File: config.mk
export PLATFORM = sky130hd
export DESIGN_NAME = sdo_check
export DESIGN_NICKNAME = d
export VERILOG_FILES = /design/src/rtl/sdo_check_pkg.sv /design/src/rtl/sdo_check.sv
export VERILOG_INCLUDE_DIRS = /design/src /design/src/rtl
export SDC_FILE = /design/constraint.sdc
export NUM_CORES = 1
export LEC_CHECK = 0
export ABC_AREA = 0
export BUFFER_PORTS_ARGS = -buffer_cell sky130_fd_sc_hd__buf_2
export CAP_MARGIN = 25
export CORE_MARGIN = 2
export CORE_UTILIZATION = 34
export CTS_CLUSTER_SIZE = 28
export DETAILED_ROUTE_END_ITERATION = 10
export SYNTH_ARGS = -nofsm -noshare
export SYNTH_HDL_FRONTEND = slang
export SYNTH_SLANG_ARGS = --single-unit
export TNS_END_PERCENT = 30
File: constraint.sdc
create_clock -name ref_clk -period 7.7 [get_ports ref_clk]
set_input_delay 0.385 -clock ref_clk [delete_from_list [all_inputs] [get_ports ref_clk]]
set_output_delay 0.385 -clock ref_clk [all_outputs]
set_load 0.02 [all_outputs]
File: src/rtl/sdo_check_consts.svh
// Constants for the service data request checker: abort codes, command
// specifiers, dictionary index ranges, state encodings and limits.
// Assumes inclusion by bare name from the package and the design file.
`ifndef SDO_CHECK_CONSTS_SVH
`define SDO_CHECK_CONSTS_SVH

`define ABORT_TOGGLE        32'h05030000
`define ABORT_UNKNOWN_CMD   32'h05040001
`define ABORT_READ_ONLY     32'h06010002
`define ABORT_NO_OBJECT     32'h06020000
`define ABORT_NOT_MAPPABLE  32'h06040041
`define ABORT_MAP_OVERFLOW  32'h06040042
`define ABORT_LEN_LONG      32'h06070012
`define ABORT_LEN_SHORT     32'h06070013
`define ABORT_NO_SUBINDEX   32'h06090011
`define ABORT_VALUE_HIGH    32'h06090031
`define ABORT_VALUE_LOW     32'h06090032
`define ABORT_GENERAL       32'h08000000
`define ABORT_WRONG_STATE   32'h08000022

`define ABORT_CMD_BYTE      8'h80
`define CCS_MASK            8'he0
`define CCS_DL_SEG          8'h00
`define CCS_INIT_DL         8'h20
`define CCS_INIT_UL         8'h40
`define CCS_UL_SEG          8'h60
`define CCS_ABORT           8'h80
`define CMD_EXPEDITED_BIT   1
`define CMD_SIZE_BIT        0
`define CMD_TOGGLE_BIT      4
`define CMD_N_LSB           2

`define PDO_RX_COMM_LO      16'h1400
`define PDO_RX_COMM_HI      16'h1407
`define PDO_RX_MAP_LO       16'h1600
`define PDO_RX_MAP_HI       16'h1607
`define PDO_TX_COMM_LO      16'h1800
`define PDO_TX_COMM_HI      16'h1807
`define PDO_TX_MAP_LO       16'h1a00
`define PDO_TX_MAP_HI       16'h1a07
`define ERR_FIELD_INDEX     16'h1003

`define PDO_COUNT           8
`define PDO_MAX_BITS        8'h40
`define MAP_ENTRIES         4'h8

`define NMT_OPERATIONAL     2'h1

`endif

File: src/rtl/sdo_check_pkg.sv
// Types for the service data request checker.
// Assumes the constants header sits beside it on the include path.
`include "sdo_check_consts.svh"

package sdo_check_pkg;

  typedef struct packed {
    logic [7:0]  cmd;
    logic [15:0] index;
    logic [7:0]  subindex;
    logic [31:0] data;
  } sdo_frame_t;

  typedef struct packed {
    logic        exists;
    logic        sub_exists;
    logic        writable;
    logic        mappable;
    logic [2:0]  size_bytes;
    logic        has_max;
    logic [31:0] max_value;
    logic        has_min;
    logic [31:0] min_value;
    logic        fault;
  } od_info_t;

  typedef struct packed {
    logic [63:0] payload;
    logic [3:0]  len;
  } pdo_frame_t;

  typedef enum logic [1:0] {
    st_idle   = 2'b00,
    st_lookup = 2'b01,
    st_answer = 2'b11
  } sdo_state_t;

endpackage

File: src/rtl/sdo_check.sv
// Service data request checker with process data gating.
// Assumes a frame receiver outside hands over whole requests, a dictionary
// outside answers lookups combinationally, and the network state is an input.
`timescale 1ns/1ps
`default_nettype none
`include "sdo_check_consts.svh"

module sdo_check
  import sdo_check_pkg::*;
(
  // Clock and reset
  input  wire logic        ref_clk,
  input  wire logic        rst,
  // Network state
  input  wire logic [1:0]  nmt_state,
  // Request from the frame receiver
  input  wire logic        req_valid,
  input  wire sdo_frame_t  req,
  // Dictionary lookup
  output logic [15:0]      od_index,
  output logic [7:0]       od_subindex,
  input  wire od_info_t    od_info,
  // Answer toward the frame sender
  output logic             ans_valid,
  output logic             ans_abort,
  output sdo_frame_t       ans,
  output logic             wr_commit,
  // Process data, inbound and outbound
  input  wire logic        rx_pdo_valid,
  input  wire logic [2:0]  rx_pdo_slot,
  input  wire pdo_frame_t  rx_pdo,
  output logic             rx_pdo_take,
  output logic [2:0]       rx_pdo_take_slot,
  output pdo_frame_t       rx_pdo_out,
  input  wire logic        tx_pdo_valid,
  input  wire logic [2:0]  tx_pdo_slot,
  input  wire pdo_frame_t  tx_pdo,
  output logic             tx_pdo_send,
  output pdo_frame_t       tx_pdo_out,
  // Mapped length per slot, 8 slots of 7 bits
  output logic [55:0]      map_bits_flat
);

  ////////////////////////////////////////////////////////////////////////////
  // Request capture and state

  sdo_state_t  state;
  sdo_frame_t  held;
  logic        seg_active;
  logic        last_toggle;
  logic        seg_is_dl;
  wire  [6:0]  map_bits [`PDO_COUNT];

  wire [7:0] cmd_class = held.cmd & `CCS_MASK;
  wire is_init_dl = (cmd_class == `CCS_INIT_DL);
  wire is_init_ul = (cmd_class == `CCS_INIT_UL);
  wire is_dl_seg  = (cmd_class == `CCS_DL_SEG);
  wire is_ul_seg  = (cmd_class == `CCS_UL_SEG);
  wire is_abort   = (cmd_class == `CCS_ABORT);
  wire is_seg     = is_dl_seg | is_ul_seg;

  // Segments without an open transfer are treated as unknown commands
  wire seg_ok_ctx = seg_active && (seg_is_dl == is_dl_seg);
  wire cmd_bad    = !(is_init_dl | is_init_ul | is_abort | (is_seg & seg_ok_ctx));
  wire toggle_bad = is_seg && seg_ok_ctx
                    && (held.cmd[`CMD_TOGGLE_BIT] == last_toggle);

  // Expedited write byte count from n field; non-expedited lengths unchecked
  wire       expedited = held.cmd[`CMD_EXPEDITED_BIT] & held.cmd[`CMD_SIZE_BIT];
  wire [2:0] wr_bytes  = 3'h4 - {1'b0, held.cmd[3:2]};

  wire in_rx_comm = held.index >= `PDO_RX_COMM_LO && held.index <= `PDO_RX_COMM_HI;
  wire in_rx_map  = held.index >= `PDO_RX_MAP_LO  && held.index <= `PDO_RX_MAP_HI;
  wire in_tx_comm = held.index >= `PDO_TX_COMM_LO && held.index <= `PDO_TX_COMM_HI;
  wire in_tx_map  = held.index >= `PDO_TX_MAP_LO  && held.index <= `PDO_TX_MAP_HI;
  wire is_pdo_obj = in_rx_comm | in_rx_map | in_tx_comm | in_tx_map;
  wire is_map_obj = in_rx_map | in_tx_map;
  wire operational = (nmt_state == `NMT_OPERATIONAL);

  // Mapping slot: rx and tx mapping objects share the eight length trackers
  wire [2:0] slot    = held.index[2:0];
  wire       map_sub0 = is_map_obj && held.subindex == 8'h00;
  wire       map_entry = is_map_obj && held.subindex != 8'h00;
  wire [7:0] entry_bits = held.data[7:0];
  wire [7:0] new_total  = {1'b0, map_bits[slot]} + entry_bits;

  wire wr_req     = is_init_dl;
  wire val_wr     = wr_req && expedited;
  wire ro_bad     = wr_req && !od_info.writable;
  wire state_bad  = wr_req && is_pdo_obj && operational;
  wire long_bad   = val_wr && wr_bytes > od_info.size_bytes;
  wire short_bad  = val_wr && wr_bytes < od_info.size_bytes;
  wire unmappable = wr_req && map_entry && !od_info.mappable;
  wire overflow   = wr_req && map_entry && new_total > `PDO_MAX_BITS;

  // Only the declared bytes carry the value; padding bytes may hold anything.
  // A segmented initiate carries a byte count instead, so it skips these checks.
  wire [31:0] wr_mask  = (wr_bytes == 3'h1) ? 32'h000000ff :
                         (wr_bytes == 3'h2) ? 32'h0000ffff :
                         (wr_bytes == 3'h3) ? 32'h00ffffff : 32'hffffffff;
  wire [31:0] wr_value = held.data & wr_mask;
  wire errcnt_bad = val_wr && held.index == `ERR_FIELD_INDEX
                    && held.subindex == 8'h00 && wr_value != 32'h0;
  wire high_bad   = val_wr && od_info.has_max && wr_value > od_info.max_value;
  wire low_bad    = val_wr && od_info.has_min && wr_value < od_info.min_value;
  wire need_od    = is_init_dl | is_init_ul;

  // First cause wins in fixed order
  logic [31:0] next_code;
  logic        next_fail;
  always_comb begin
    next_fail = 1'b1;
    next_code = `ABORT_GENERAL;
    if (cmd_bad)                              next_code = `ABORT_UNKNOWN_CMD;
    else if (toggle_bad)                      next_code = `ABORT_TOGGLE;
    else if (need_od && !od_info.exists)      next_code = `ABORT_NO_OBJECT;
    else if (need_od && !od_info.sub_exists)  next_code = `ABORT_NO_SUBINDEX;
    else if (ro_bad)                          next_code = `ABORT_READ_ONLY;
    else if (state_bad)                       next_code = `ABORT_WRONG_STATE;
    else if (long_bad)                        next_code = `ABORT_LEN_LONG;
    else if (short_bad)                       next_code = `ABORT_LEN_SHORT;
    else if (unmappable)                      next_code = `ABORT_NOT_MAPPABLE;
    else if (overflow)                        next_code = `ABORT_MAP_OVERFLOW;
    else if (errcnt_bad || high_bad)          next_code = `ABORT_VALUE_HIGH;
    else if (low_bad)                         next_code = `ABORT_VALUE_LOW;
    else if (need_od && od_info.fault)        next_code = `ABORT_GENERAL;
    else                                      next_fail = 1'b0;
  end

  assign od_index    = held.index;
  assign od_subindex = held.subindex;

  ////////////////////////////////////////////////////////////////////////////
  // Sequencer

  always_ff @(posedge ref_clk) begin
    if (rst) begin
      state <= st_idle;
      held  <= '0;
    end else begin
      case (state)
        st_idle: begin
          if (req_valid) begin
            held  <= req;
            state <= st_lookup;
          end
        end
        st_lookup: state <= st_answer;
        st_answer: state <= st_idle;
        default:   state <= st_idle;
      endcase
    end
  end

  // Answer: abort frame or a plain echo of the request command byte, index and subindex
  wire         abort_in  = is_abort && !cmd_bad;
  wire         fail_now  = (state == st_lookup) && next_fail && !abort_in;
  wire         pass_now  = (state == st_lookup) && !next_fail && !abort_in;
  wire [31:0]  code_le   = {next_code[7:0], next_code[15:8],
                            next_code[23:16], next_code[31:24]};

  always_ff @(posedge ref_clk) begin
    if (rst) begin
      ans_valid <= 1'b0;
      ans_abort <= 1'b0;
      ans       <= '0;
      wr_commit <= 1'b0;
    end else begin
      ans_valid <= fail_now | pass_now;
      ans_abort <= fail_now;
      wr_commit <= pass_now && wr_req;
      if (fail_now) begin
        // Byte 4 carries the code LSB, so data is stored byte-swapped
        ans <= '{cmd: `ABORT_CMD_BYTE, index: held.index,
                 subindex: held.subindex, data: code_le};
      end else if (pass_now) begin
        ans <= '{cmd: held.cmd, index: held.index,
                 subindex: held.subindex, data: 32'h0};
      end
    end
  end

  // Segment tracking: any abort, either way, closes the transfer
  always_ff @(posedge ref_clk) begin
    if (rst) begin
      seg_active  <= 1'b0;
      last_toggle <= 1'b1;
      seg_is_dl   <= 1'b0;
    end else if (state == st_lookup) begin
      if (fail_now || abort_in) begin
        seg_active  <= 1'b0;
        last_toggle <= 1'b1;
      end else if ((is_init_dl || is_init_ul) && !expedited) begin
        seg_active  <= 1'b1;
        seg_is_dl   <= is_init_dl;
        last_toggle <= 1'b1;  // first segment must carry toggle 0
      end else if (is_seg) begin
        last_toggle <= held.cmd[`CMD_TOGGLE_BIT];
        seg_active  <= !held.cmd[0];
      end
    end
  end

  ////////////////////////////////////////////////////////////////////////////
  // Mapping length trackers, one per slot

  genvar g;
  generate
    for (g = 0; g < `PDO_COUNT; g++) begin : g_map
      wire hit   = pass_now && wr_req && is_map_obj && slot == 3'(g);
      wire clear = hit && map_sub0 && held.data[7:0] == 8'h00;
      wire add   = hit && map_entry;
      map_len_track i_map_len_track (
        .ref_clk (ref_clk),
        .rst     (rst),
        .clear   (clear),
        .add     (add),
        .total   (new_total[6:0]),
        .bits    (map_bits[g])
      );
      assign map_bits_flat[g*7 +: 7] = map_bits[g];
    end
  endgenerate

  ////////////////////////////////////////////////////////////////////////////
  // Process data gating

  // Payload and length only, no index field; both directions gate alike
  pdo_gate i_rx_pdo_gate (
    .ref_clk    (ref_clk),
    .rst        (rst),
    .allow      (operational),
    .valid      (rx_pdo_valid),
    .slot       (rx_pdo_slot),
    .frame      (rx_pdo),
    .pass       (rx_pdo_take),
    .pass_slot  (rx_pdo_take_slot),
    .pass_frame (rx_pdo_out)
  );

  // The transmit side has no use for the slot beyond the gate
  pdo_gate i_tx_pdo_gate (
    .ref_clk    (ref_clk),
    .rst        (rst),
    .allow      (operational),
    .valid      (tx_pdo_valid),
    .slot       (tx_pdo_slot),
    .frame      (tx_pdo),
    .pass       (tx_pdo_send),
    .pass_slot  (),
    .pass_frame (tx_pdo_out)
  );

endmodule

////////////////////////////////////////////////////////////////////////////
// Mapped length of one mapping slot, shared by its rx and tx mappings

module map_len_track
  import sdo_check_pkg::*;
#(
  parameter logic [3:0] MAX_ENTRIES = `MAP_ENTRIES
) (
  // Clock and reset
  input  wire logic       ref_clk,
  input  wire logic       rst,
  // Update from a passed mapping write
  input  wire logic       clear,
  input  wire logic       add,
  input  wire logic [6:0] total,
  // Mapped length in bits
  output logic [6:0]      bits
);
  logic [3:0] count;

  // Entries past the last one are acknowledged but not counted
  wire room = count < MAX_ENTRIES;

  always_ff @(posedge ref_clk) begin
    if (rst) begin
      bits  <= '0;
      count <= '0;
    end else if (clear) begin
      bits  <= '0;
      count <= '0;
    end else if (add && room) begin
      bits  <= total;
      count <= count + 4'h1;
    end
  end
endmodule

////////////////////////////////////////////////////////////////////////////
// Gate for one direction of process data

module pdo_gate
  import sdo_check_pkg::*;
#(
  parameter logic [3:0] MAX_BYTES = 4'h8
) (
  // Clock and reset
  input  wire logic       ref_clk,
  input  wire logic       rst,
  // Frame offered, and whether the network state lets it through
  input  wire logic       allow,
  input  wire logic       valid,
  input  wire logic [2:0] slot,
  input  wire pdo_frame_t frame,
  // Frame passed on, pulse and held copy
  output logic            pass,
  output logic [2:0]      pass_slot,
  output pdo_frame_t      pass_frame
);
  // Overlong frames are dropped whole rather than clipped
  wire ok = valid && allow && frame.len <= MAX_BYTES;

  always_ff @(posedge ref_clk) begin
    if (rst) begin
      pass       <= 1'b0;
      pass_slot  <= '0;
      pass_frame <= '0;
    end else begin
      pass <= ok;
      if (ok) begin
        pass_slot  <= slot;
        pass_frame <= frame;
      end
    end
  end
endmodule

`default_nettype wire

==> key figures, run 1 <==
Drt
  – Post-Route WL: 56600 um
  – Vias/cell: ~5.0
  – DR WL/cell: about 18 um
  – Initial DRC count: 972
  – Detailed-route DRC error count: 0
  – First drt pass iteration count: 5
  – Via count: 15481
  – Post-route ant nets: 0

Clocking
  – Reg clk slew, reported paths: around 0.06 ns
  – Max Root-Sink Buffers: 3
  – H-tree depth: 2
  – # clock sinks: between 300 and 400
  – Setup Fix Bufs, Post-CTS: 0
  – CTS root buf: clkbuf_16
  – Hold Buf Count CTS: 0
  – CTS tree: yes
  – Gates resized, CTS repair: 0
  – Clk Latency, worst-skew pair: roughly 0.57 ns
  – Num CTS Buffers: 41

Floorplanning
  – # IOs: 575
  – Area of the die: roughly 0.049 mm2
  – Die height: 221 um
  – Placeable Area: between 0.04 and 0.05 mm2
  – Die Wd: approximately 220 um
  – Num rows: 79
  – Initial Util: between 30% and 40%

Synth
  – Commonest register cell after synthesis: dfxtp_1
  – Post-Syn Area: about 0.016 mm2
  – Post-Syn Area per Cell: between 8 and 9 um2
  – Seq/Total Area, Yosys: approximately 43%
  – Ys async rst share: 0%
  – Post-synth EDFFs: 0
  – Netlist cell types: 74
  – Cell count after synthesis: between 1500 and 2000
  – Syn. warnings: 0
  – Register bit total from synthesis: ~350

Final layout
  – Post-Layout Inst Area: 0.0204 mm2
  – Commonest non-fill, non-tap cell in the layout: buf_2
  – Share of cells above drive strength 1: between 20% and 30%
  – Final net count: between 2000 and 3000
  – Fillcell total: approximately 4700
  – Area Growth Syn to Fin: 27.6%
  – Most frequent cells in the layout: buf_2, nand2_1, dfxtp_1

Pwr
  – Combinational power share: a little under an eighth
  – Sw Share: 26.8%
  – Seq pwr share: 42.9%
  – Maximum VDD drop: approximately 0.00018 V
  – Psw: between 1 and 1.5 mW
  – Clock power share: between 40% and 50%
  – Power per Cell Area: 215 mW/mm2
  – Pleak: a little under 10 nW
  – Power Internal: 3.22 mW
  – Total power: about 4.4 mW

Timing
  – Final hold viol count: 0
  – Final worst path period share: roughly 80%
  – Clock skew: about 0.024 ns
  – Slew Limit Fails: 0
  – Final setup viols: 0
  – Fmax: about 170 MHz
  – RSZ-0062 raised after global routing: false
  – Slew @ Worst Pin: ~0.95 ns
  – Fin crit period: just over 6 ns
  – Slew headroom: between 30 and 40%
  – Setup TNS: 0 ns

Setup path
  – R2R cell count: 16
  – Worst Path Buf+Inv: 2
  – RR Startpoint: od_index[1]$_SDFFE_PP0P_
  – Worst setup path class: reg2reg
  – CP Capture Type: flop
  – Slowest stage cell, crit path: o31ai_2
  – CP Launch Type: flop
  – CP top delay family: compound AO/OA/AOI/OAI gates
  – Crit-path cells: buf_4 -> mux4_2 -> mux2_2 -> ha_1 -> fa_1 -> a211oi_1 -> nor2_1 -> xor2_1 -> nor4_1 -> o221a_4 -> nand2_4 -> nor3_2 -> buf_4 -> nand3_1 -> o31ai_2 -> nor2_1
  – Critical path data arrival time: around 6.5 ns
  – Worst R2R End: g_map[0].i_map_len_track.bits[4]$_SDFFE_PP0P_
  – Crit Path Max Fanout: 11
  – CP required: a little over 8 ns
  – R2R Setup Slk: approximately 1.6 ns
  – Slowest stage delay, CP: 0.78 ns

Hold path
  – Min-Delay Endpoint: od_index[1]$_SDFFE_PP0P_
  – Hold Path Class: in2reg
  – Hold path depth: 3
  – Hold_sp: req[41]

Global routing
  – GRT overflow: 0
  – Vias in the first global route: roughly 15000
  – Gr usage total: between 20 and 25%
  – Initial antenna violation count: 14
  – Largest net degree at the start of global routing: approximately 130
  – First-pass GRT wire length: about 86000 um

Placement
  – Port Buf Inserts: roughly 550
  – Final weighted congestion in routability-driven placement: just over 0.9
  – Post-DP Area: between 0.015 and 0.02 mm2
  – Dpl hpwl: between 40000 and 50000 um

Flow run
  – Max Cap Violations: 0

Outcome
  – Status: completed
flip-flops by register name, indices dropped and copies added, names as in the netlist:
| name | count |
|---|---|
| ans_abort | 1 |
| seg_is_dl | 1 |
| i_rx_pdo_gate.pass | 1 |
| state | 2 |
| i_rx_pdo_gate.pass_slot | 3 |
| held | 29 |
| od_index | 16 |
| cmd_class | 3 |
| wr_commit | 1 |
| g_map.i_map_len_track.count | 32 |
| i_rx_pdo_gate.pass_frame | 68 |
| g_map.i_map_len_track.bits | 56 |
| i_tx_pdo_gate.pass | 1 |
| seg_active | 1 |
| i_tx_pdo_gate.pass_frame | 68 |
| od_subindex | 8 |
| ans_valid | 1 |
| entry_bits | 8 |
| last_toggle | 1 |
| ans | 45 |
worst register-to-register path, delay by kind of cell, from the launching register on:
family | cells | cell delay (ns)
compound gates | 3 | 1.48
simple gates | 6 | 1.41
mux | 2 | 0.84
flops | 1 | 0.67
fa+ha+maj | 2 | 0.64
buf+inv | 2 | 0.56
xor+xnor | 1 | 0.29
cell families (layout without fill, tap and decap cells):
| family | count (synthesis) | after routing | share of synthesized area, % |
|---|---|---|---|
| DFF | 346 | 346 | 43.3 |
| xor gates and xnor gates | 17 | 17 | 0.930 |
| muxes | 86 | 86 | 6.53 |
| buffers and inverters | 237 | 730 | 6.87 |
| AOI/OAI and AO/OA | 393 | 393 | 14.2 |
| and+or+nand+nor | 810 | 810 | 21.7 |
| other | 1 | 26 | 0.0234 |
| adders and majority gates | 82 | 82 | 6.46 |
power groups by stage:
stage	registers (mW)	logic [mW]	clock network, mW
2_1_floorplan	1.93	0.290	0
3_3_place_gp	1.92	0.498	0
3_5_place_dp	1.92	0.507	0
4_1_cts	1.88	0.509	2.06
5_1_grt	1.89	0.559	2.14
6_report	1.88	0.505	2.00
per-stage QoR:
step	instances	setup WS [ns]	hold slack, ns	util (%)
3_3_place_gp	3016	1.81	0.422	40.9
5_1_grt	3094	1.36	0.0294	43.9
4_1_cts	3089	1.67	0.0135	43.8
3_5_place_dp	3016	1.68	0.424	40.9
6_report	3097	1.64	0.0514	43.9
2_1_floorplan	1990	2.89	0.414	-
cell type report:
type	count	area, um2	share of cell area, %
multi-input combinational	1407	8080	39.5
sequential	346	6930	33.9
timing repair buffer	579	2970	14.5
clock buffer	57	1170	5.71
tap	607	759	3.72
inverter	78	293	1.43
clock inverter	16	218	1.07
antenna	7	17.5	0.0857
synthesized netlist by cell type (9+ instances only):
master	count	area (um2)
dfxtp_1	346	6930
mux2i_1	65	651
a31oi_1	11	68.8
or3_1	12	75.1
buf_1	10	37.5
buf_4	50	375
o21ai_0	38	190
nand4_1	26	163
a21oi_1	276	1380
buf_2	12	60.1
nor3_1	19	95.1
and2_1	16	100
mux4_2	14	315
clkbuf_1	86	323
ha_1	81	1010
nor4_1	9	56.3
nor2_1	151	567
xor2_1	11	96.3
nand2b_1	12	75.1
inv_1	78	293
nand2_1	492	1850
or4_1	9	67.6
nor2b_1	16	100
nand3_1	23	115
routing by layer:
metal	up-vias	global-route usage [%]	wire length (um)
met3	87	7.01	4420
li1	7563	-	-
met2	505	38.8	27900
met1	7314	26.1	22800
met5	-	0	80
met4	12	6.21	1390
worst max path at each step:
stage                             startpoint                                              to  slack [ns]  cells past startpoint
detailed placement  od_index[1]$_SDFFE_PP0P_  g_map[5].i_map_len_track.count[1]$_SDFFE_PP0P_        1.68                     14
floorplan           od_index[1]$_SDFFE_PP0P_   g_map[5].i_map_len_track.bits[0]$_SDFFE_PP0P_        2.89                     16
CTS                 od_index[1]$_SDFFE_PP0P_  g_map[5].i_map_len_track.count[1]$_SDFFE_PP0P_        1.67                     13
global placement    od_index[0]$_SDFFE_PP0P_   g_map[5].i_map_len_track.bits[2]$_SDFFE_PP0P_        1.81                     14
global route        od_index[0]$_SDFFE_PP0P_  g_map[0].i_map_len_track.count[3]$_SDFFE_PP0P_        1.36                     16
finish              od_index[1]$_SDFFE_PP0P_   g_map[0].i_map_len_track.bits[4]$_SDFFE_PP0P_        1.64                     16
Note: power is estimated with default switching activity, not from simulation.
==> inputs of run 2 (changes only) <==
--- a/config.mk
+++ b/config.mk
@@ -6,7 +6,7 @@
 export SDC_FILE = /design/constraint.sdc
 export NUM_CORES = 1
 export LEC_CHECK = 0
-export ABC_AREA = 0
+export ABC_AREA = 1
 export BUFFER_PORTS_ARGS = -buffer_cell sky130_fd_sc_hd__buf_2
 export CAP_MARGIN = 25
 export CORE_MARGIN = 2
==> constraint.sdc (replaced) <==
create_clock -name ref_clk -period 5.1 [get_ports ref_clk]
set_input_delay 0.255 -clock ref_clk [delete_from_list [all_inputs] [get_ports ref_clk]]
set_output_delay 0.255 -clock ref_clk [all_outputs]
set_load 0.02 [all_outputs]
==> key figures, run 2 <==
Outcome
  – Status: completed

Synth
  – Commonest register cell after synthesis: dfxtp_1
  – Netlist cell types: 50 (-32%)
  – Post-synth top area share: 41.3% (-2.0 points)
  – Post-Syn Area: 0.0168 mm2 (+4.7%)
  – Main combinational cell family by area after synthesis: simple AND/OR/NAND/NOR gates
  – Post-Syn Area per Cell: 6.91 um2 (-15%)
  – Seq/Total Area, Yosys: 41.3% (-2.0 points)
  – Post-Synth XOR/XNOR Area: 0.261% (-0.67 points)
  – Ranking of synthesized cells by area: dfxtp_1, nor2_1, nand2_1, o21ai_0, inv_1
  – Adder-Cell Fraction of Synth Area: 6.17% (-0.29 points)
  – Mux cell area share after synthesis: 0% (-6.5 points)
  – Ys async rst share: 0% (unchanged)
  – Complex-gate fraction of the synthesized area: 12.9% (-1.2 points)
  – Cell accounting for the most synthesized area: dfxtp_1
  – Post-synthesis simple-gate area fraction: 28.4% (+6.6 points)
  – Count leader, synth: nor2_1
  – Syn. warnings: 0 (unchanged)
  – Cell count after synthesis: 2425 (+23%)
  – Post-synth top cells: nor2_1, nand2_1, dfxtp_1
  – Register bit total from synthesis: 346 (unchanged)
  – Post-synth EDFFs: 0 (unchanged)

Drt
  – Detailed-route DRC error count: 0 (unchanged)
  – Post-Route WL: 63300 um (+12%)
  – Via count: 18417 (+19%)
  – Post-route ant nets: 0 (unchanged)
  – Initial DRC count: 1095 (+13%)
  – First drt pass iteration count: 5 (unchanged)
  – DR WL/cell: 16.5 um (-9.4%)
  – Vias/cell: 4.82 (-3.6%)

Floorplanning
  – Die height: 226 um (+2.3%)
  – Placeable Area: 0.0488 mm2 (+4.9%)
  – Num rows: 81 (+2.5%)
  – Initial Util: 34.3% (-0.067 points)
  – Area of the die: 0.0511 mm2 (+4.6%)
  – Die Wd: 226 um (+2.3%)
  – # IOs: 575 (unchanged)

Timing
  – Final hold viol count: 0 (unchanged)
  – Slew Limit Fails: 0 (unchanged)
  – Final setup viols: 0 (unchanged)
  – Fmax: 219 MHz (+33%)
  – Fin crit period: 4.57 ns (-1.49 ns)
  – Clock skew: 0.0115 ns (-0.0120 ns)
  – Slew @ Worst Pin: 0.920 ns (-0.0323 ns)
  – Setup TNS: 0 ns (unchanged)
  – Final worst path period share: 89.6% (+11 points)
  – Slew headroom: 38.6% (+2.2 points)
  – Final hold slack: 0.0283 ns (-0.0231 ns)
  – RSZ-0062 raised after global routing: false
  – Final worst slack: 0.530 ns (-1.11 ns)

Clocking
  – Max Root-Sink Buffers: 3 (unchanged)
  – Num CTS Buffers: 40 (-2.4%)
  – H-tree depth: 2 (unchanged)
  – Reg clk slew, reported paths: 0.06 ns (about the same)
  – CTS root buf: clkbuf_16
  – CTS tree: yes
  – Clk Latency, worst-skew pair: 0.54 ns (-0.03 ns)
  – # clock sinks: 346 (unchanged)

Placement
  – Port Buf Inserts: 552 (unchanged)
  – Final weighted congestion in routability-driven placement: 0.927 (+1.5%)
  – Dpl ws: 0.563 ns (-1.12 ns)
  – Post-DP Area: 0.0201 mm2 (+5.5%)
  – Dpl hpwl: 46500 um (+8.2%)
  – Dpl cells: 3563 (+18%)

Global routing
  – Vias in the first global route: 17898 (+20%)
  – Initial antenna violation count: 7 (-7)
  – Largest net degree at the start of global routing: 122 (-7.6%)
  – GRT overflow: 0 (unchanged)
  – Gr usage total: 23.9% (+1.6 points)
  – First-pass GRT wire length: 95300 um (+10%)

Setup path
  – Crit Path Max Fanout: 12 (+1)
  – Worst R2R End: g_map[7].i_map_len_track.bits[5]$_SDFFE_PP0P_
  – R2R Setup Slk: 0.53 ns (-1.11 ns)
  – RR Startpoint: od_index[1]$_SDFFE_PP0P_
  – Worst setup path class: reg2reg
  – Critical path data arrival time: 5.01 ns (-1.46 ns)
  – Setup crit start: od_index[1]$_SDFFE_PP0P_
  – CP Launch Type: flop
  – R2R cell count: 22 (+6)
  – CP Capture Type: flop
  – CP required: 5.54 ns (-2.57 ns)

Final layout
  – FF+latch area: 0.00693 mm2 (unchanged)
  – Area of the multi-input gates: 0.00809 mm2 (about the same)
  – Share of cells above drive strength 1: 22.1% (-5.9 points)
  – Regs by FF count: i_rx_pdo_gate.pass_frame: 68 flops, i_tx_pdo_gate.pass_frame: 68 flops, g_map.i_map_len_track.bits: 56 flops
  – Fillcell total: 4880 (+3.2%)
  – Final core utilization: 47.5% (+3.6 points)
  – Most frequent cells in the layout: nor2_1, buf_2, nand2_1
  – Post-Layout Inst Area: 0.0232 mm2 (+14%)
  – Final net count: 3495 (+24%)
  – Area Growth Syn to Fin: 38.5%
  – Commonest non-fill, non-tap cell in the layout: nor2_1
  – Finished Layout Cells: 3823 (+23%)

Hold path
  – Min-Delay Endpoint: held[16]$_SDFFE_PP0P_
  – Hold_sp: req[16]
  – Hold Path Class: in2reg
  – Hold path depth: 3 (unchanged)

Pwr
  – Clock power share: 40.8% (-4.8 points)
  – Pleak: 11.9 nW (+23%)
  – Power Internal: 4.97 mW (+54%)
  – Seq pwr share: 41.7% (-1.2 points)
  – Psw: 2.01 mW (+71%)
  – Maximum VDD drop: 0.000283 V (+54%)
  – Combinational power share: 17.5% (+6.0 points)
  – Sw Share: 28.8% (+2.1 points)
  – Total power: 6.98 mW (+59%)
  – Power per Cell Area: 301 mW/mm2 (+40%)

Flow run
  – Max Cap Violations: 0 (unchanged)
-- run 2: cell count changes after synthesis, sizes merged, moves of 43 or more --
cell | before | now
mux2i | 65 | 0
o21ai | 41 | 256
nand3 | 23 | 66
nor2 | 152 | 622
inv | 78 | 297
a21oi | 276 | 103
nand2 | 493 | 369
-- run 2: cells by family after synthesis --
family	after synthesis
adder cells (fa/ha/maj)	82
buffers and inverters	437
AND/OR/NAND/NOR	1147
AO/OA/AOI/OAI	407
flip-flops	346
other	1
XOR/XNOR	5
-- run 2: worst max-delay path, cell delays in order, from the launching register on --
cell      delay [ns]
dfxtp_1         0.40
nand2_1         0.26
buf_4           0.25
o22ai_1         0.10
a221oi_1        0.39
o21ai_0         0.20
ha_1            0.38
a21oi_1         0.20
nand2_1         0.12
nand2_1         0.09
nand3b_1        0.08
nand2_1         0.11
nand2_1         0.06
nand2_1         0.06
nand2_1         0.13
nand2_1         0.14
nand3_2         0.10
nor3_1          0.19
nand4_1         0.36
nor2_1          0.32
nand3_1         0.28
nor2_1          0.16
nor2_1          0.06
-- run 2: area by class of cell --
| class | count | share of cell area (%) |
|---|---|---|
| flip-flops and latches | 346 | 29.8 |
| well taps | 664 | 3.58 |
| multi-input cells | 1660 | 34.8 |
| repair buffers | 779 | 21.3 |
| clock buffers | 57 | 5.02 |
| inverters | 299 | 4.86 |
| clock inverters | 11 | 0.491 |
| diodes | 7 | 0.0755 |
-- run 2: what timing repair did --
item                      in CTS  in global routing
gates resized for setup        0                  0
hold endpoints to repair     185                  0
hold buffers                 185                  0
buffers inserted               0                  0
-- run 2: worst max-delay path by stage --
stage	endpoint	cells after the start
6_report	g_map[7].i_map_len_track.bits[5]$_SDFFE_PP0P_	22
2_1_floorplan	g_map[1].i_map_len_track.count[2]$_SDFFE_PP0P_	28
5_1_grt	g_map[7].i_map_len_track.bits[5]$_SDFFE_PP0P_	23
3_5_place_dp	g_map[4].i_map_len_track.count[2]$_SDFFE_PP0P_	24
4_1_cts	g_map[4].i_map_len_track.count[2]$_SDFFE_PP0P_	24
3_3_place_gp	g_map[4].i_map_len_track.count[2]$_SDFFE_PP0P_	23
-- run 2: per-layer routing --
layer	GRT usage (%)	vias up	part of all wire, %
met5	0	-	0
met4	11.0	0	4.3
met3	5.19	185	6.8
met2	40.2	688	47
met1	29.0	8492	42
li1	-	9052	-
-- run 2: power by group through the flow --
stage                     registers, mW  logic (mW)  clock network [mW]
after CTS                          2.91        1.21                2.93
after global placement             2.97        1.07                   0
final                              2.91        1.22                2.85
after floorplan                    3.03       0.605                   0
after global routing               2.93        1.35                3.02
after detailed placement           2.97        1.09                   0
